`src/inc/mtc_pkg.sv`:
```
// Constants and types shared by the MAC transmit control block
package mtc_pkg;
  // Register byte offsets on the AXI4-Lite bus
  localparam logic [7:0] TX_CTRL_OFS = 8'h70; // transmit_control
  localparam logic [7:0] TX_DATA_OFS = 8'h78; // frame byte push
  localparam logic [7:0] TX_STAT_OFS = 8'h7C; // engine status
  // Bit positions inside transmit_control
  localparam int CTL_ICMP_BIT = 8; // icmp_checksum_insert_en
  localparam int CTL_TCP_BIT = 6; // tcp_checksum_insert_en
  localparam int CTL_IP_BIT = 5; // ip_header_checksum_insert_en
  localparam int CTL_FLUSH_BIT = 4; // flush_transmit_queue
  localparam int CTL_FC_BIT = 3; // transmit_flow_control_en
  localparam int CTL_PAD_BIT = 2; // short_frame_padding_en
  localparam int CTL_FCS_BIT = 1; // append_fcs_en
  localparam int CTL_RUN_BIT = 0; // transmitter_run
  localparam logic [15:0] TX_CTRL_RESET = 16'h0000;
  localparam logic [15:0] TX_CTRL_RW_MASK = 16'h017F; // Bits 15-9, 7 read 0
  // Frame byte push word and status layout
  localparam int DATA_LAST_BIT = 8;
  localparam int STAT_ACTIVE_BIT = 0;
  localparam int STAT_BUSY_BIT = 1;
  localparam int STAT_LEVEL_LSB = 8;
  localparam int STAT_COUNT_LSB = 16;
  // Queue shape
  localparam int FIFO_DEPTH = 32;
  localparam int FIFO_WIDTH = 9;
  // Frame lengths before the FCS is added
  localparam logic [10:0] MIN_LEN_FCS = 11'h03C; // 60 + 4 FCS = 64
  localparam logic [10:0] MIN_LEN_RAW = 11'h040; // 64 with no FCS
  // Ethernet CRC-32, reflected form
  localparam logic [31:0] CRC_POLY = 32'hEDB88320;
  localparam logic [31:0] CRC_INIT = 32'hFFFFFFFF;
  // Header byte positions and codes used for classification
  localparam logic [10:0] POS_TYPE_HI = 11'h00C;
  localparam logic [10:0] POS_TYPE_LO = 11'h00D;
  localparam logic [10:0] POS_FRAG_HI = 11'h014;
  localparam logic [10:0] POS_FRAG_LO = 11'h015;
  localparam logic [10:0] POS_PROTO = 11'h017;
  localparam logic [15:0] ETH_IPV4 = 16'h0800;
  localparam logic [7:0] FRAG_HI_MASK = 8'h3F; // More-fragments + offset
  localparam logic [7:0] PROTO_TCP = 8'h06;
  localparam logic [7:0] PROTO_ICMP = 8'h01;
  // AXI responses
  localparam logic [1:0] RESP_OKAY = 2'h0;
  localparam logic [1:0] RESP_SLVERR = 2'h2;
  // Engine states and register selects
  typedef enum logic [1:0] {MTC_IDLE, MTC_DATA, MTC_PAD, MTC_FCS} mtc_state_e;
  typedef enum logic [1:0] {
    MTC_SEL_NONE, MTC_SEL_CTRL, MTC_SEL_DATA, MTC_SEL_STAT
  } mtc_sel_e;
endpackage

```
`src/inc/mtc_fifo_if.sv`:
```
// Carrier between the transmit control logic and its byte queue
`timescale 1ns/10ps
`default_nettype none
interface mtc_fifo_if #(
  parameter int WIDTH = 9,
  parameter int DEPTH = 32
);
  logic wr_valid; // Push request
  logic wr_ready; // Room for a word
  logic [WIDTH-1:0] wr_data;
  logic rd_valid; // Word waiting
  logic rd_ready; // Pop request
  logic [WIDTH-1:0] rd_data;
  logic flush; // Clears all words
  logic [$clog2(DEPTH):0] level; // Words held
  modport ctrl (
    output wr_valid, wr_data, rd_ready, flush,
    input wr_ready, rd_valid, rd_data, level
  );
  modport fifo (
    input wr_valid, wr_data, rd_ready, flush,
    output wr_ready, rd_valid, rd_data, level
  );
endinterface
`default_nettype wire

```
`src/design/mtc_fifo.sv`:
```
// Transmit byte queue with flush
`timescale 1ns/10ps
`default_nettype none
module mtc_fifo #(
  parameter int WIDTH = 9,
  parameter int DEPTH = 32
) (
  input wire logic aclk,
  input wire logic aresetn,
  mtc_fifo_if.fifo port
);
  localparam int AW = $clog2(DEPTH);
  localparam logic [AW:0] FULL = (AW + 1)'(DEPTH);

  // Pointers wrap in power-of-two storage only
  if (DEPTH < 2 || (DEPTH & (DEPTH - 1)) != 0) begin : g_bad_depth
    $error("mtc_fifo: DEPTH must be a power of two");
  end

  logic [WIDTH-1:0] mem [DEPTH]; // Word storage
  logic [AW:0] wptr; // Write pointer, extra wrap bit
  logic [AW:0] rptr; // Read pointer, extra wrap bit
  logic [AW:0] next_wptr;
  logic [AW:0] next_rptr;
  logic push;
  logic pop;

  // Full and empty both blocked during flush
  assign port.level = wptr - rptr;
  assign port.wr_ready = (port.level != FULL) && !port.flush;
  assign port.rd_valid = (port.level != '0) && !port.flush;
  assign port.rd_data = mem[rptr[AW-1:0]];
  assign push = port.wr_valid && port.wr_ready;
  assign pop = port.rd_valid && port.rd_ready;

  // Pointer next values; flush returns both to the start
  always_comb begin
    next_wptr = wptr + (AW + 1)'(push);
    next_rptr = rptr + (AW + 1)'(pop);
    if (port.flush) begin
      next_wptr = '0;
      next_rptr = '0;
    end
  end

  // Pointer registers
  always_ff @(posedge aclk) begin
    if (!aresetn) begin
      wptr <= '0;
      rptr <= '0;
    end else begin
      wptr <= next_wptr;
      rptr <= next_rptr;
    end
  end

  // Storage needs no reset; pointers guard it
  always_ff @(posedge aclk) begin
    if (push) begin
      mem[wptr[AW-1:0]] <= port.wr_data;
    end
  end
endmodule
`default_nettype wire

```
`src/design/mtc_top.sv`:
```
// MAC transmit control: registers, frame engine and flow control
`timescale 1ns/10ps
`default_nettype none
module mtc_top #(
  parameter int FIFO_DEPTH = mtc_pkg::FIFO_DEPTH
) (
  input wire logic aclk,
  input wire logic aresetn,
  input wire logic awvalid,
  output logic awready,
  input wire logic [7:0] awaddr,
  input wire logic wvalid,
  output logic wready,
  input wire logic [31:0] wdata,
  input wire logic [3:0] wstrb,
  output logic bvalid,
  input wire logic bready,
  output logic [1:0] bresp,
  input wire logic arvalid,
  output logic arready,
  input wire logic [7:0] araddr,
  output logic rvalid,
  input wire logic rready,
  output logic [31:0] rdata,
  output logic [1:0] rresp,
  output logic tx_valid,
  input wire logic tx_ready,
  output logic [7:0] tx_data,
  output logic tx_last,
  output logic tx_ins_ip,
  output logic tx_ins_tcp,
  output logic tx_ins_icmp,
  input wire logic full_duplex,
  input wire logic rx_buf_high,
  output logic pause_req,
  output logic back_pressure
);
  localparam int LW = $clog2(FIFO_DEPTH) + 1;

  // Level must fit its status field
  if (FIFO_DEPTH < 2 || FIFO_DEPTH > 128) begin : g_bad_depth
    $error("mtc_top: FIFO_DEPTH must be 2 to 128");
  end

  // Register select from a byte address; word aligned
  function automatic mtc_pkg::mtc_sel_e reg_sel(input logic [7:0] a);
    logic [7:0] w;
    w = {a[7:2], 2'h0};
    if (w == mtc_pkg::TX_CTRL_OFS) begin
      return mtc_pkg::MTC_SEL_CTRL;
    end else if (w == mtc_pkg::TX_DATA_OFS) begin
      return mtc_pkg::MTC_SEL_DATA;
    end else if (w == mtc_pkg::TX_STAT_OFS) begin
      return mtc_pkg::MTC_SEL_STAT;
    end
    return mtc_pkg::MTC_SEL_NONE;
  endfunction

  // One CRC-32 step over a byte, low bit first
  function automatic logic [31:0] crc_byte(input logic [31:0] c,
                                           input logic [7:0] d);
    logic [31:0] r;
    r = c ^ {24'h000000, d};
    for (int i = 0; i < 8; i++) begin
      r = r[0] ? ((r >> 1) ^ mtc_pkg::CRC_POLY) : (r >> 1);
    end
    return r;
  endfunction

  mtc_fifo_if #(.WIDTH(mtc_pkg::FIFO_WIDTH), .DEPTH(FIFO_DEPTH)) fq ();

  mtc_fifo #(.WIDTH(mtc_pkg::FIFO_WIDTH), .DEPTH(FIFO_DEPTH)) u_fifo (
    .aclk(aclk),
    .aresetn(aresetn),
    .port(fq.fifo)
  );

  // Bus side state
  logic [15:0] ctl; // transmit_control
  logic [15:0] next_ctl;
  logic aw_held; // Write address captured
  logic next_aw_held;
  logic [7:0] aw_addr_q;
  logic [7:0] next_aw_addr_q;
  logic w_held; // Write data captured
  logic next_w_held;
  logic [15:0] wdata_q; // Upper half never reaches a register
  logic [15:0] next_wdata_q;
  logic [1:0] wstrb_q;
  logic [1:0] next_wstrb_q;
  logic next_bvalid;
  logic [1:0] next_bresp;
  logic next_rvalid;
  logic [31:0] next_rdata;
  logic [1:0] next_rresp;
  mtc_pkg::mtc_sel_e wsel; // Decoded write target
  logic wr_go; // Write completes this cycle
  logic flushing;

  // Engine state
  mtc_pkg::mtc_state_e state;
  mtc_pkg::mtc_state_e next_state;
  logic next_tx_valid;
  logic [7:0] next_tx_data;
  logic next_tx_last;
  logic [31:0] crc; // Running CRC over sent bytes
  logic [31:0] next_crc;
  logic [10:0] count; // Bytes sent in this frame
  logic [10:0] next_count;
  logic [1:0] fcs_idx; // FCS byte being sent
  logic [1:0] next_fcs_idx;
  logic [15:0] snap; // Control bits frozen per frame
  logic [15:0] next_snap;
  logic type_hi_ok;
  logic next_type_hi_ok;
  logic is_ip; // Ethertype is IPv4
  logic next_is_ip;
  logic frag; // Fragment bits seen
  logic next_frag;
  logic [7:0] proto; // IP protocol byte
  logic [7:0] next_proto;
  logic [2:0] ins; // Insert requests: icmp, tcp, ip
  logic [2:0] next_ins;
  logic [15:0] frames; // Frames completed
  logic [15:0] next_frames;
  logic load; // Output register may take a byte
  logic emit;
  logic finish;
  logic [7:0] byte_in;
  logic [10:0] pad_target;

  // Flow control state
  logic rx_high_q;
  logic next_pause_req;
  logic next_back_pressure;

  assign flushing = ctl[mtc_pkg::CTL_FLUSH_BIT];
  assign fq.flush = flushing;
  assign wsel = reg_sel(aw_addr_q);
  assign awready = !aw_held;
  assign wready = !w_held;
  assign arready = !rvalid;
  // Byte push; bit 8 of the word marks the last byte of a frame
  assign fq.wr_valid = aw_held && w_held && !bvalid && !flushing &&
                       wsel == mtc_pkg::MTC_SEL_DATA && wstrb_q[0];
  assign fq.wr_data = wdata_q[mtc_pkg::FIFO_WIDTH-1:0];
  // A push into a full queue holds the write response: back-pressure
  assign wr_go = aw_held && w_held && !bvalid &&
                 (fq.wr_ready || !fq.wr_valid);
  assign tx_ins_icmp = ins[2];
  assign tx_ins_tcp = ins[1];
  assign tx_ins_ip = ins[0];

  // Write channel: address and data taken in either order
  always_comb begin
    next_aw_held = aw_held;
    next_aw_addr_q = aw_addr_q;
    next_w_held = w_held;
    next_wdata_q = wdata_q;
    next_wstrb_q = wstrb_q;
    next_bvalid = bvalid;
    next_bresp = bresp;
    next_ctl = ctl;
    if (bvalid && bready) begin
      next_bvalid = 1'b0;
    end
    if (awvalid && !aw_held) begin
      next_aw_held = 1'b1;
      next_aw_addr_q = awaddr;
    end
    if (wvalid && !w_held) begin
      next_w_held = 1'b1;
      next_wdata_q = wdata[15:0];
      next_wstrb_q = wstrb[1:0];
    end
    if (wr_go) begin
      next_aw_held = 1'b0;
      next_w_held = 1'b0;
      next_bvalid = 1'b1;
      next_bresp = (wsel == mtc_pkg::MTC_SEL_NONE) ?
                   mtc_pkg::RESP_SLVERR : mtc_pkg::RESP_OKAY;
      // Status is read only; a write there is accepted and dropped
      if (wsel == mtc_pkg::MTC_SEL_CTRL) begin
        for (int b = 0; b < 2; b++) begin
          if (wstrb_q[b]) begin
            next_ctl[8*b +: 8] = wdata_q[8*b +: 8] &
                                 mtc_pkg::TX_CTRL_RW_MASK[8*b +: 8];
          end
        end
      end
    end
  end

  // Write channel registers
  always_ff @(posedge aclk) begin
    if (!aresetn) begin
      aw_held <= 1'b0;
      aw_addr_q <= 8'h00;
      w_held <= 1'b0;
      wdata_q <= 16'h0000;
      wstrb_q <= 2'h0;
      bvalid <= 1'b0;
      bresp <= mtc_pkg::RESP_OKAY;
      ctl <= mtc_pkg::TX_CTRL_RESET;
    end else begin
      aw_held <= next_aw_held;
      aw_addr_q <= next_aw_addr_q;
      w_held <= next_w_held;
      wdata_q <= next_wdata_q;
      wstrb_q <= next_wstrb_q;
      bvalid <= next_bvalid;
      bresp <= next_bresp;
      ctl <= next_ctl;
    end
  end

  // Read channel: one cycle from address to data
  always_comb begin
    next_rvalid = rvalid;
    next_rdata = rdata;
    next_rresp = rresp;
    if (rvalid && rready) begin
      next_rvalid = 1'b0;
    end
    if (arvalid && !rvalid) begin
      next_rvalid = 1'b1;
      next_rdata = 32'h00000000;
      next_rresp = mtc_pkg::RESP_OKAY;
      case (reg_sel(araddr))
        mtc_pkg::MTC_SEL_CTRL: begin
          next_rdata[15:0] = ctl;
        end
        mtc_pkg::MTC_SEL_STAT: begin
          next_rdata[mtc_pkg::STAT_ACTIVE_BIT] =
            ctl[mtc_pkg::CTL_RUN_BIT] || state != mtc_pkg::MTC_IDLE;
          next_rdata[mtc_pkg::STAT_BUSY_BIT] = state != mtc_pkg::MTC_IDLE;
          next_rdata[mtc_pkg::STAT_LEVEL_LSB +: LW] = fq.level;
          next_rdata[mtc_pkg::STAT_COUNT_LSB +: 16] = frames;
        end
        mtc_pkg::MTC_SEL_DATA: begin
          next_rdata = 32'h00000000; // Push port reads zero
        end
        default: begin
          next_rresp = mtc_pkg::RESP_SLVERR;
        end
      endcase
    end
  end

  // Read channel registers
  always_ff @(posedge aclk) begin
    if (!aresetn) begin
      rvalid <= 1'b0;
      rdata <= 32'h00000000;
      rresp <= mtc_pkg::RESP_OKAY;
    end else begin
      rvalid <= next_rvalid;
      rdata <= next_rdata;
      rresp <= next_rresp;
    end
  end

  // Frame engine: queue bytes, then padding, then FCS
  always_comb begin
    next_state = state;
    next_tx_valid = tx_valid;
    next_tx_data = tx_data;
    next_tx_last = tx_last;
    next_crc = crc;
    next_count = count;
    next_fcs_idx = fcs_idx;
    next_snap = snap;
    next_type_hi_ok = type_hi_ok;
    next_is_ip = is_ip;
    next_frag = frag;
    next_proto = proto;
    next_ins = ins;
    next_frames = frames;
    fq.rd_ready = 1'b0;
    emit = 1'b0;
    finish = 1'b0;
    byte_in = 8'h00;
    load = !tx_valid || tx_ready;
    // Padding stops at 60 when the FCS brings it to 64
    pad_target = snap[mtc_pkg::CTL_FCS_BIT] ?
                 mtc_pkg::MIN_LEN_FCS : mtc_pkg::MIN_LEN_RAW;
    if (tx_valid && tx_ready) begin
      next_tx_valid = 1'b0;
    end
    case (state)
      mtc_pkg::MTC_IDLE: begin
        // New frames start only while running
        if (ctl[mtc_pkg::CTL_RUN_BIT] && fq.rd_valid) begin
          next_state = mtc_pkg::MTC_DATA;
          next_snap = ctl;
          next_crc = mtc_pkg::CRC_INIT;
          next_count = 11'h000;
          next_fcs_idx = 2'h0;
          next_type_hi_ok = 1'b0;
          next_is_ip = 1'b0;
          next_frag = 1'b0;
          next_proto = 8'h00;
        end
      end
      mtc_pkg::MTC_DATA: begin
        // Run bit is ignored here so a stop never cuts the frame short; only flush drops it
        if (load && fq.rd_valid) begin
          fq.rd_ready = 1'b1;
          emit = 1'b1;
          byte_in = fq.rd_data[7:0];
          if (fq.rd_data[mtc_pkg::DATA_LAST_BIT]) begin
            if (snap[mtc_pkg::CTL_PAD_BIT] &&
                count + 11'h001 < pad_target) begin
              next_state = mtc_pkg::MTC_PAD;
            end else if (snap[mtc_pkg::CTL_FCS_BIT]) begin
              next_state = mtc_pkg::MTC_FCS;
            end else begin
              finish = 1'b1;
            end
          end
        end
      end
      mtc_pkg::MTC_PAD: begin
        // Zero bytes, still folded into the CRC
        if (load) begin
          emit = 1'b1;
          if (count + 11'h001 >= pad_target) begin
            if (snap[mtc_pkg::CTL_FCS_BIT]) begin
              next_state = mtc_pkg::MTC_FCS;
            end else begin
              finish = 1'b1;
            end
          end
        end
      end
      mtc_pkg::MTC_FCS: begin
        // Inverted CRC, least significant byte first
        if (load) begin
          next_tx_valid = 1'b1;
          next_tx_data = ~crc[{fcs_idx, 3'h0} +: 8];
          next_tx_last = 1'b0;
          next_fcs_idx = fcs_idx + 2'h1;
          finish = fcs_idx == 2'h3;
        end
      end
      default: begin
        next_state = mtc_pkg::MTC_IDLE;
      end
    endcase
    if (emit) begin
      next_tx_valid = 1'b1;
      next_tx_data = byte_in;
      next_tx_last = 1'b0;
      next_crc = crc_byte(crc, byte_in);
      next_count = count + 11'h001;
      // Header classification for the checksum requests
      if (count == mtc_pkg::POS_TYPE_HI) begin
        next_type_hi_ok = byte_in == mtc_pkg::ETH_IPV4[15:8];
      end
      if (count == mtc_pkg::POS_TYPE_LO) begin
        next_is_ip = type_hi_ok && byte_in == mtc_pkg::ETH_IPV4[7:0];
      end
      if (count == mtc_pkg::POS_FRAG_HI) begin
        next_frag = (byte_in & mtc_pkg::FRAG_HI_MASK) != 8'h00;
      end
      if (count == mtc_pkg::POS_FRAG_LO) begin
        next_frag = frag || byte_in != 8'h00;
      end
      if (count == mtc_pkg::POS_PROTO) begin
        next_proto = byte_in;
      end
    end
    if (finish) begin
      next_state = mtc_pkg::MTC_IDLE;
      next_tx_last = 1'b1;
      next_frames = frames + 16'h0001;
      next_ins[0] = snap[mtc_pkg::CTL_IP_BIT] && next_is_ip;
      next_ins[1] = snap[mtc_pkg::CTL_TCP_BIT] && next_is_ip &&
                    next_proto == mtc_pkg::PROTO_TCP;
      next_ins[2] = snap[mtc_pkg::CTL_ICMP_BIT] && next_is_ip &&
                    next_proto == mtc_pkg::PROTO_ICMP && !next_frag;
    end
    // Flush drops the frame in progress and clears the completed-frame count
    if (flushing) begin
      next_state = mtc_pkg::MTC_IDLE;
      next_count = 11'h000;
      next_frames = 16'h0000;
    end
  end

  // Engine registers
  always_ff @(posedge aclk) begin
    if (!aresetn) begin
      state <= mtc_pkg::MTC_IDLE;
      tx_valid <= 1'b0;
      tx_data <= 8'h00;
      tx_last <= 1'b0;
      crc <= mtc_pkg::CRC_INIT;
      count <= 11'h000;
      fcs_idx <= 2'h0;
      snap <= mtc_pkg::TX_CTRL_RESET;
      type_hi_ok <= 1'b0;
      is_ip <= 1'b0;
      frag <= 1'b0;
      proto <= 8'h00;
      ins <= 3'h0;
      frames <= 16'h0000;
    end else begin
      state <= next_state;
      tx_valid <= next_tx_valid;
      tx_data <= next_tx_data;
      tx_last <= next_tx_last;
      crc <= next_crc;
      count <= next_count;
      fcs_idx <= next_fcs_idx;
      snap <= next_snap;
      type_hi_ok <= next_type_hi_ok;
      is_ip <= next_is_ip;
      frag <= next_frag;
      proto <= next_proto;
      ins <= next_ins;
      frames <= next_frames;
    end
  end

  // Flow control: PAUSE on full duplex, back-pressure on half
  always_comb begin
    next_pause_req = ctl[mtc_pkg::CTL_FC_BIT] && full_duplex &&
                     rx_buf_high && !rx_high_q;
    next_back_pressure = ctl[mtc_pkg::CTL_FC_BIT] && !full_duplex &&
                         rx_buf_high;
  end

  // Flow control registers
  always_ff @(posedge aclk) begin
    if (!aresetn) begin
      rx_high_q <= 1'b0;
      pause_req <= 1'b0;
      back_pressure <= 1'b0;
    end else begin
      rx_high_q <= rx_buf_high;
      pause_req <= next_pause_req;
      back_pressure <= next_back_pressure;
    end
  end
endmodule
`default_nettype wire

```
`config.mk`:
```
export PLATFORM = sky130hd
export DESIGN_NAME = mtc_top
export DESIGN_NICKNAME = d
export VERILOG_FILES = /design/src/inc/mtc_pkg.sv /design/src/inc/mtc_fifo_if.sv /design/src/design/mtc_fifo.sv /design/src/design/mtc_top.sv
export SDC_FILE = /design/constraint.sdc
export NUM_CORES = 1
export LEC_CHECK = 0
export ABC_AREA = 1
export BUFFER_PORTS_ARGS = -buffer_cell sky130_fd_sc_hd__buf_2
export CELL_PAD_IN_SITES_DETAIL_PLACEMENT = 0
export CELL_PAD_IN_SITES_GLOBAL_PLACEMENT = 2
export CORE_ASPECT_RATIO = 0.7
export CORE_MARGIN = 2
export CORE_UTILIZATION = 41
export DETAILED_ROUTE_END_ITERATION = 12
export GPL_ROUTABILITY_DRIVEN = 0
export HOLD_SLACK_MARGIN = 0.05
export PLACE_DENSITY_LB_ADDON = 0.05
export SLEW_MARGIN = 20
export SYNTH_ARGS = -nofsm -noshare
export SYNTH_HDL_FRONTEND = slang
export SYNTH_HIERARCHICAL = 1
export SYNTH_SLANG_ARGS = --single-unit
export TNS_END_PERCENT = 20
```
`constraint.sdc`:
```
create_clock -name aclk -period 6.6 [get_ports aclk]
set_input_delay 0.99 -clock aclk [delete_from_list [all_inputs] [get_ports aclk]]
set_output_delay 0.99 -clock aclk [all_outputs]
set_load 0.02 [all_outputs]
```
==> impl_metrics.tcl, run 1 <==
set metrics [dict create \
    status "finished clean" \
    fp.dieH_um 194 \
    fillers 5016 \
    vdd_ir_drop_max_mv 0.177 \
    fin_crit_sh_pct 66.8 \
    synth.top_cells.by_count "nand2_1 (479), nor2_1 (358), edfxtp_1 (288), o21ai_0 (229), inv_1 (184)" \
    cts_buffers 47 \
    max-clock-path-buffers 3 \
    top_level_ports 118 \
    dieArea_sq_mm 0.0534 \
    relSlewSlack_pct 29.0 \
    rows 69 \
    yosysTopAreaCellShare_pct 41.0 \
    crit_top_cell "nand2_1" \
    drive_above_1_share_pct 8.49 \
    grt_max_degree 91 \
    finalHoldViolCount 0 \
    area_growth_pct 10.8 \
    power-per-cell-area_mw_per_mm2 246 \
    gr-usage-all-layers_pct 22.0 \
    rsz0062_at_grt "false" \
    yosysTopAreaCell "edfxtp_1" \
    hp-class "flip-flop to flip-flop" \
    tightest_slew_ns 1.06 \
    core_sq_mm 0.0508 \
    clock.fmax_ghz 0.227 \
    overflow 0 \
    seq_power_share_pct 53.6 \
    final_core_util_pct 46.1 \
    leakagePower_nw 9.13 \
    p_total_mw 5.75 \
    clkTransAtPathRegs_ns 0.06 \
    antenna_found_initial 3 \
    worstSetupPathType "flip-flop to flip-flop" \
    synth_ff_type "edfxtp_1" \
    slew_violations 0 \
    drt_iter0_markers 1314 \
    crit_required_ns 7.01 \
    synth_top_cells_by_area "edfxtp_1 (41%), dfxtp_1 (16%), nand2_1 (8.5%)" \
    drt-pass1-iter-count 7 \
    place_worst_setup_slack_ns 2.19 \
    crit_arrival_ns 4.82 \
    vias 16000 \
    path_cells "inv_1 > ha_1 > nand2_1 > nor2_1 > nand2_1 > nand3_1 > nand2_1 > nand2_2 > inv_1 > nand2_1 > nand2_1 > inv_1 > nand4_1 > inv_1 > nand2_1 > nand2_1 > buf_4 > nand3_1 > nand2_2 > inv_1 > nor2_1 > inv_1 > o211ai_1 > o211ai_1" \
    synth-edff-count 288 \
    cp_top_family "simple AND/OR/NAND/NOR gates" \
    dpl.hpwl_mm 37.3 \
    pwr-share-comb_pct 3.3 \
    vias_per_cell 5.12 \
    p_int_mw 4.47 \
    seq_area_frac_synth_pct 56.8 \
    worst_path_max_delay_cell "dfxtp_1" \
    yosys_warnings 6 \
    die_w_um 275 \
    setup_tns_ns 0 \
    placed_area_sq_mm 0.0220 \
    yosysMostFrequentCell "nand2_1" \
    routed_wirelength_mm 58.1 \
    avgSynthCellArea_sq_um 8.91 \
    initial_utilization_pct 41.6 \
    layout.cells.non_filler 3124 \
    max_stage_delay_ns 0.62 \
    cp_num_buf_inv 7 \
    ant_nets 0 \
    nets 2500 \
    cts_tree "yes" \
    hold_ws_ns 0.397 \
    cts.sinks 455 \
    grt_pass1_wl_mm 90.6 \
    p_sw_share_pct 22.2 \
    end_kind "flip-flop" \
    ys_seq_elements 455 \
    dp.cells 3038 \
    io_buffers 83 \
    cts_setup_buffers 0 \
    setup_viol 0 \
    cts.repair.resized 0 \
    clkPwrFrac_pct 43.1 \
    cts_htree_levels 2 \
    synthCells 2369 \
    fin_area_sq_mm 0.0234 \
    drv_cap 0 \
    yosys.cell_types.count 50 \
    root_buffer "clkbuf_16" \
    startpoint_type "flip-flop" \
    synth_area_sq_mm 0.0211 \
    wire_per_inst_um 18.6 \
    final.setup_skew_ns 0.0197 \
    p_switching_mw 1.28 \
    postSynth.asyncResetShare_pct 0 \
    cp_max_fo 13 \
    drcViolationCount 0 \
    period_needed_ns 4.41 \
    cts_hold_buf 0 \
    grt_pass1_vias 15300 \
    clock_latency_ns 0.59 \
    final.setup.worst_slack_ns 2.19 \
]
## metal layers
layer / GRT usage [%] / routed length (um) / vias to the layer above
li1: - / - / 8014
met1: 34.9 / 30200 / 7591
met2: 31.1 / 23900 / 318
met3: 3.62 / 2990 / 66
met4: 4.52 / 917 / 4
met5: 0 / 27 / -
## cell usage in the layout, fill, tap and decap left out, drive strengths merged, types with 5 or more instances in the layout
cell type / n
nand2: 492
nor2: 366
edfxtp: 288
o21ai: 249
inv: 190
dfxtp: 167
nand3: 149
a21oi: 148
buf: 108
clkbuf: 65
xor2: 47
o211ai: 46
ha: 24
nor3: 21
clkinv: 21
xnor2: 17
nand4: 13
a31oi: 5
conb: 5
## power groups by stage
stage	Combinational [mW]	Sequential [mW]	Clock (mW)
2_1_floorplan	0.0775	3.17	0
3_3_place_gp	0.191	3.14	0
3_5_place_dp	0.193	3.14	0
4_1_cts	0.193	3.08	2.55
5_1_grt	0.212	3.08	2.67
6_report	0.190	3.08	2.48
## sequential cells by signal, summed over array words and instances (netlist names), 2 cells and up
name	cells
count	11
aw_addr_q	6
tx_data	8
ctl	8
frames	16
u_fifo/rptr	6
fcs_idx	2
wstrb_q	2
crc	32
u_fifo/wptr	6
wdata_q	9
ins	3
snap	5
rdata	29
state	2
proto	8
u_fifo/mem	288
## area by class of cell
cell class	instances	area (sq um)	area share [%]
sequential	455	12000	51.3
clock buffer	65	1290	5.54
antenna	1	2.50	0.0107
inverter	192	726	3.10
tap	674	843	3.61
clock inverter	20	105	0.449
multi-input combinational	1609	7800	33.4
timing repair buffer	108	616	2.63
## worst paths after layout
kind                        from         to  slack, ns  cells past startpoint
setup / recovery  u_fifo/rptr[4]     crc[8]       2.19                     24
hold / removal         rx_high_q  pause_req       0.40                      1
setup reg to reg  u_fifo/rptr[4]     crc[8]       2.19                     24
hold reg to reg        rx_high_q  pause_req       0.40                      1
## logic make-up (layout without fill, tap and decap cells)
group,count (synthesis),count (layout),synth area share (%)
AND/OR/NAND/NOR,1053,1053,20.7
other,1,6,0.0178
buffers and inverters,309,385,6.34
flip-flops,455,455,56.8
AO/OA/AOI/OAI,462,462,11.7
adder cells (fa/ha/maj),25,25,1.52
XOR/XNOR,64,64,2.98
Note: power is estimated with default switching activity, not from simulation.
==> inputs of run 2 (changes only) <==
- ABC_AREA: 1 -> 0
- CORE_UTILIZATION: 41 -> 43
- clock period: 6.6 -> 4.25 ns (I/O delays scaled with it)
==> run 2 against run 1 <==
Die area fell by 10%. Combinational power decreased by 15%. Fmax rose by 8.7%. Power grew 55%. Cell area is 0.88% lower. Register-to-register slack worse by 2.0 ns. First-iteration DRC count down 32%. Count of clock-buffer cells in the layout is 3 higher. Area after synthesis down 6.2%. Worst setup slack lost 2.0 ns. Sequential share of layout area is 0.46 points higher. Via count is 20% lower. Critical endpoint is now ins[0].
==> impl_metrics.tcl, run 2 <==
set metrics [dict create \
    nets 1736 \
    area_growth_pct 17.0 \
    avgSynthCellArea_sq_um 13.2 \
    ant_nets 0 \
    ys_seq_elements 455 \
    cp_max_fo 11 \
    drv_cap 0 \
    drive_above_1_share_pct 22.5 \
    die_w_um 261 \
    status "finished clean" \
    yosys.cell_types.count 76 \
    insertedDiodeCount 0 \
    synth_area_sq_mm 0.0198 \
    relSlewSlack_pct 30.4 \
    p_total_mw 8.94 \
    clock.fmax_ghz 0.247 \
    wire_per_inst_um 22.4 \
    largest_reg_flops 288 \
    vias 12700 \
    cts_buffers 46 \
    power-per-cell-area_mw_per_mm2 386 \
    end_kind "flip-flop" \
    slew_violations 0 \
    postSynth.asyncResetShare_pct 0 \
    root_buffer "clkbuf_16" \
    layout_commonest_cell "edfxtp_1" \
    fin_crit_sh_pct 95.4 \
    startpoint_type "flip-flop" \
    dpl.hpwl_mm 34.9 \
    fp.dieH_um 184 \
    drt-pass1-iter-count 5 \
    hold_ws_ns 0.229 \
    setup_tns_ns 0 \
    vias_per_cell 5.57 \
    drcViolationCount 0 \
    final.setup.worst_slack_ns 0.195 \
    routed_wirelength_mm 51.2 \
    synth_top_cells_by_area "edfxtp_1 (44%), dfxtp_1 (17%), mux4_2 (6.7%)" \
    crit_required_ns 4.75 \
    top_level_ports 118 \
    max-clock-path-buffers 3 \
    dieArea_sq_mm 0.0478 \
    clkTransAtPathRegs_ns 0.06 \
    yosys_warnings 6 \
    seq_area_frac_synth_pct 60.5 \
    initial_utilization_pct 43.7 \
    grt_pass1_vias 12200 \
    cts.sinks 455 \
    yosysMostFrequentCell "edfxtp_1" \
    clock_latency_ns 0.58 \
    synth.top_cells.by_count "edfxtp_1 (288), dfxtp_1 (167), nand2_1 (97), clkbuf_1 (65), a21oi_1 (62)" \
    worstSetupPathType "flip-flop to flip-flop" \
    hp-class "primary input to flip-flop" \
    vdd_ir_drop_max_mv 0.322 \
    crit_arrival_ns 4.55 \
    cts_htree_levels 2 \
    finalHoldViolCount 0 \
    core_sq_mm 0.0453 \
    grt_max_degree 57 \
    leakagePower_nw 7.96 \
    place_worst_setup_slack_ns 0.130 \
    rows 65 \
    tightest_slew_ns 1.04 \
    antenna_found_initial 1 \
    synth-edff-count 288 \
    cts_tree "yes" \
    gr-usage-all-layers_pct 21.6 \
    final_cell_mix "edfxtp_1 (288), dfxtp_1 (164), buf_4 (116)" \
    setup_viol 0 \
    synth_ff_type "edfxtp_1" \
    io_buffers 83 \
    overflow 0 \
    period_needed_ns 4.05 \
    yosysTopAreaCell "edfxtp_1" \
    grt_pass1_wl_mm 77.8 \
    synthCells 1499 \
    final.setup_skew_ns 0.0270 \
    yosysTopAreaCellShare_pct 43.7 \
    drt_iter0_markers 890 \
]
-- run 2: path summary, 6_finish.rpt --
kind / slack [ns] / startpoint / endpoint / cells after the start
max reg2reg: 0.20 / u_fifo/rptr[0] / ins[0] / 15
min: 0.23 / full_duplex / back_pressure / 2
min reg2reg: 0.39 / rx_high_q / pause_req / 1
max: 0.20 / u_fifo/rptr[0] / ins[0] / 15
-- run 2: layer usage --
metal | GRT usage (%) | up-vias | part of all wire [%]
li1 | - | 6001 | -
met2 | 29.9 | 286 | 42
met4 | 3.98 | 0 | 1.5
met3 | 3.98 | 54 | 5.8
met1 | 34.9 | 6408 | 51
met5 | 0 | - | 0
-- run 2: what timing repair did --
action	in CTS	in global routing
endpoints found under the hold margin	0	0
buffers inserted	0	3
hold buffers	0	0
resized for setup	0	4
endpoints found under the setup margin	0	10
-- run 2: stage by stage --
step / utilization [%] / instances / area, sq um
2_1_floorplan: - / 1503 / 19900
3_3_place_gp: 47.7 / 2201 / 21600
3_5_place_dp: 47.7 / 2201 / 21600
4_1_cts: 51.0 / 2284 / 23100
5_1_grt: 51.2 / 2287 / 23200
6_report: 51.2 / 2287 / 23200
-- run 2: worst max-delay path: stages, from the launching register on --
cell and delay, ns:
dfxtp_4 0.48, buf_4 0.27, mux4_2 0.58, a22o_1 0.29, a2111oi_1 0.37, buf_4 0.21, a21oi_1 0.10, or3_1 0.41
or3_1 0.35, buf_4 0.15, nand2_1 0.06, nand2_1 0.06, o21ai_0 0.22, buf_4 0.16, nand3_1 0.07, a21boi_1 0.17
-- run 2: cell type report --
cell class,count,area [sq um]
Sequential cell,455,12000
Multi-Input combinational cell,922,7490
Clock buffer,68,1350
Inverter,23,86.3
Clock inverter,15,166
Timing Repair Buffer,201,1340
Fill cell,3863,22100
Tap cell,603,754
-- run 2: cell families (layout without fill, tap and decap cells) --
kind of cell	count (synthesis)	after routing	synth area share [%]
buffers and inverters	126	307	3.04
and+or+nand+nor	408	408	10.9
other	1	5	0.0189
DFF	455	455	60.5
xor gates and xnor gates	93	93	4.30
AOI/OAI and AO/OA	274	274	9.57
adders and majority gates	25	25	1.62
muxes	117	117	10.1
-- run 2: power by group --
| group | total (mW) | internal [mW] | switching (mW) | leakage [nW] |
|---|---|---|---|---|
| clock | 4.05 | 2.33 | 1.73 | 0.738 |
| combinational | 0.162 | 0.0469 | 0.115 | 3.12 |
| sequential | 4.72 | 4.71 | 0.0170 | 4.11 |
| total | 8.94 | 7.08 | 1.86 | 7.96 |
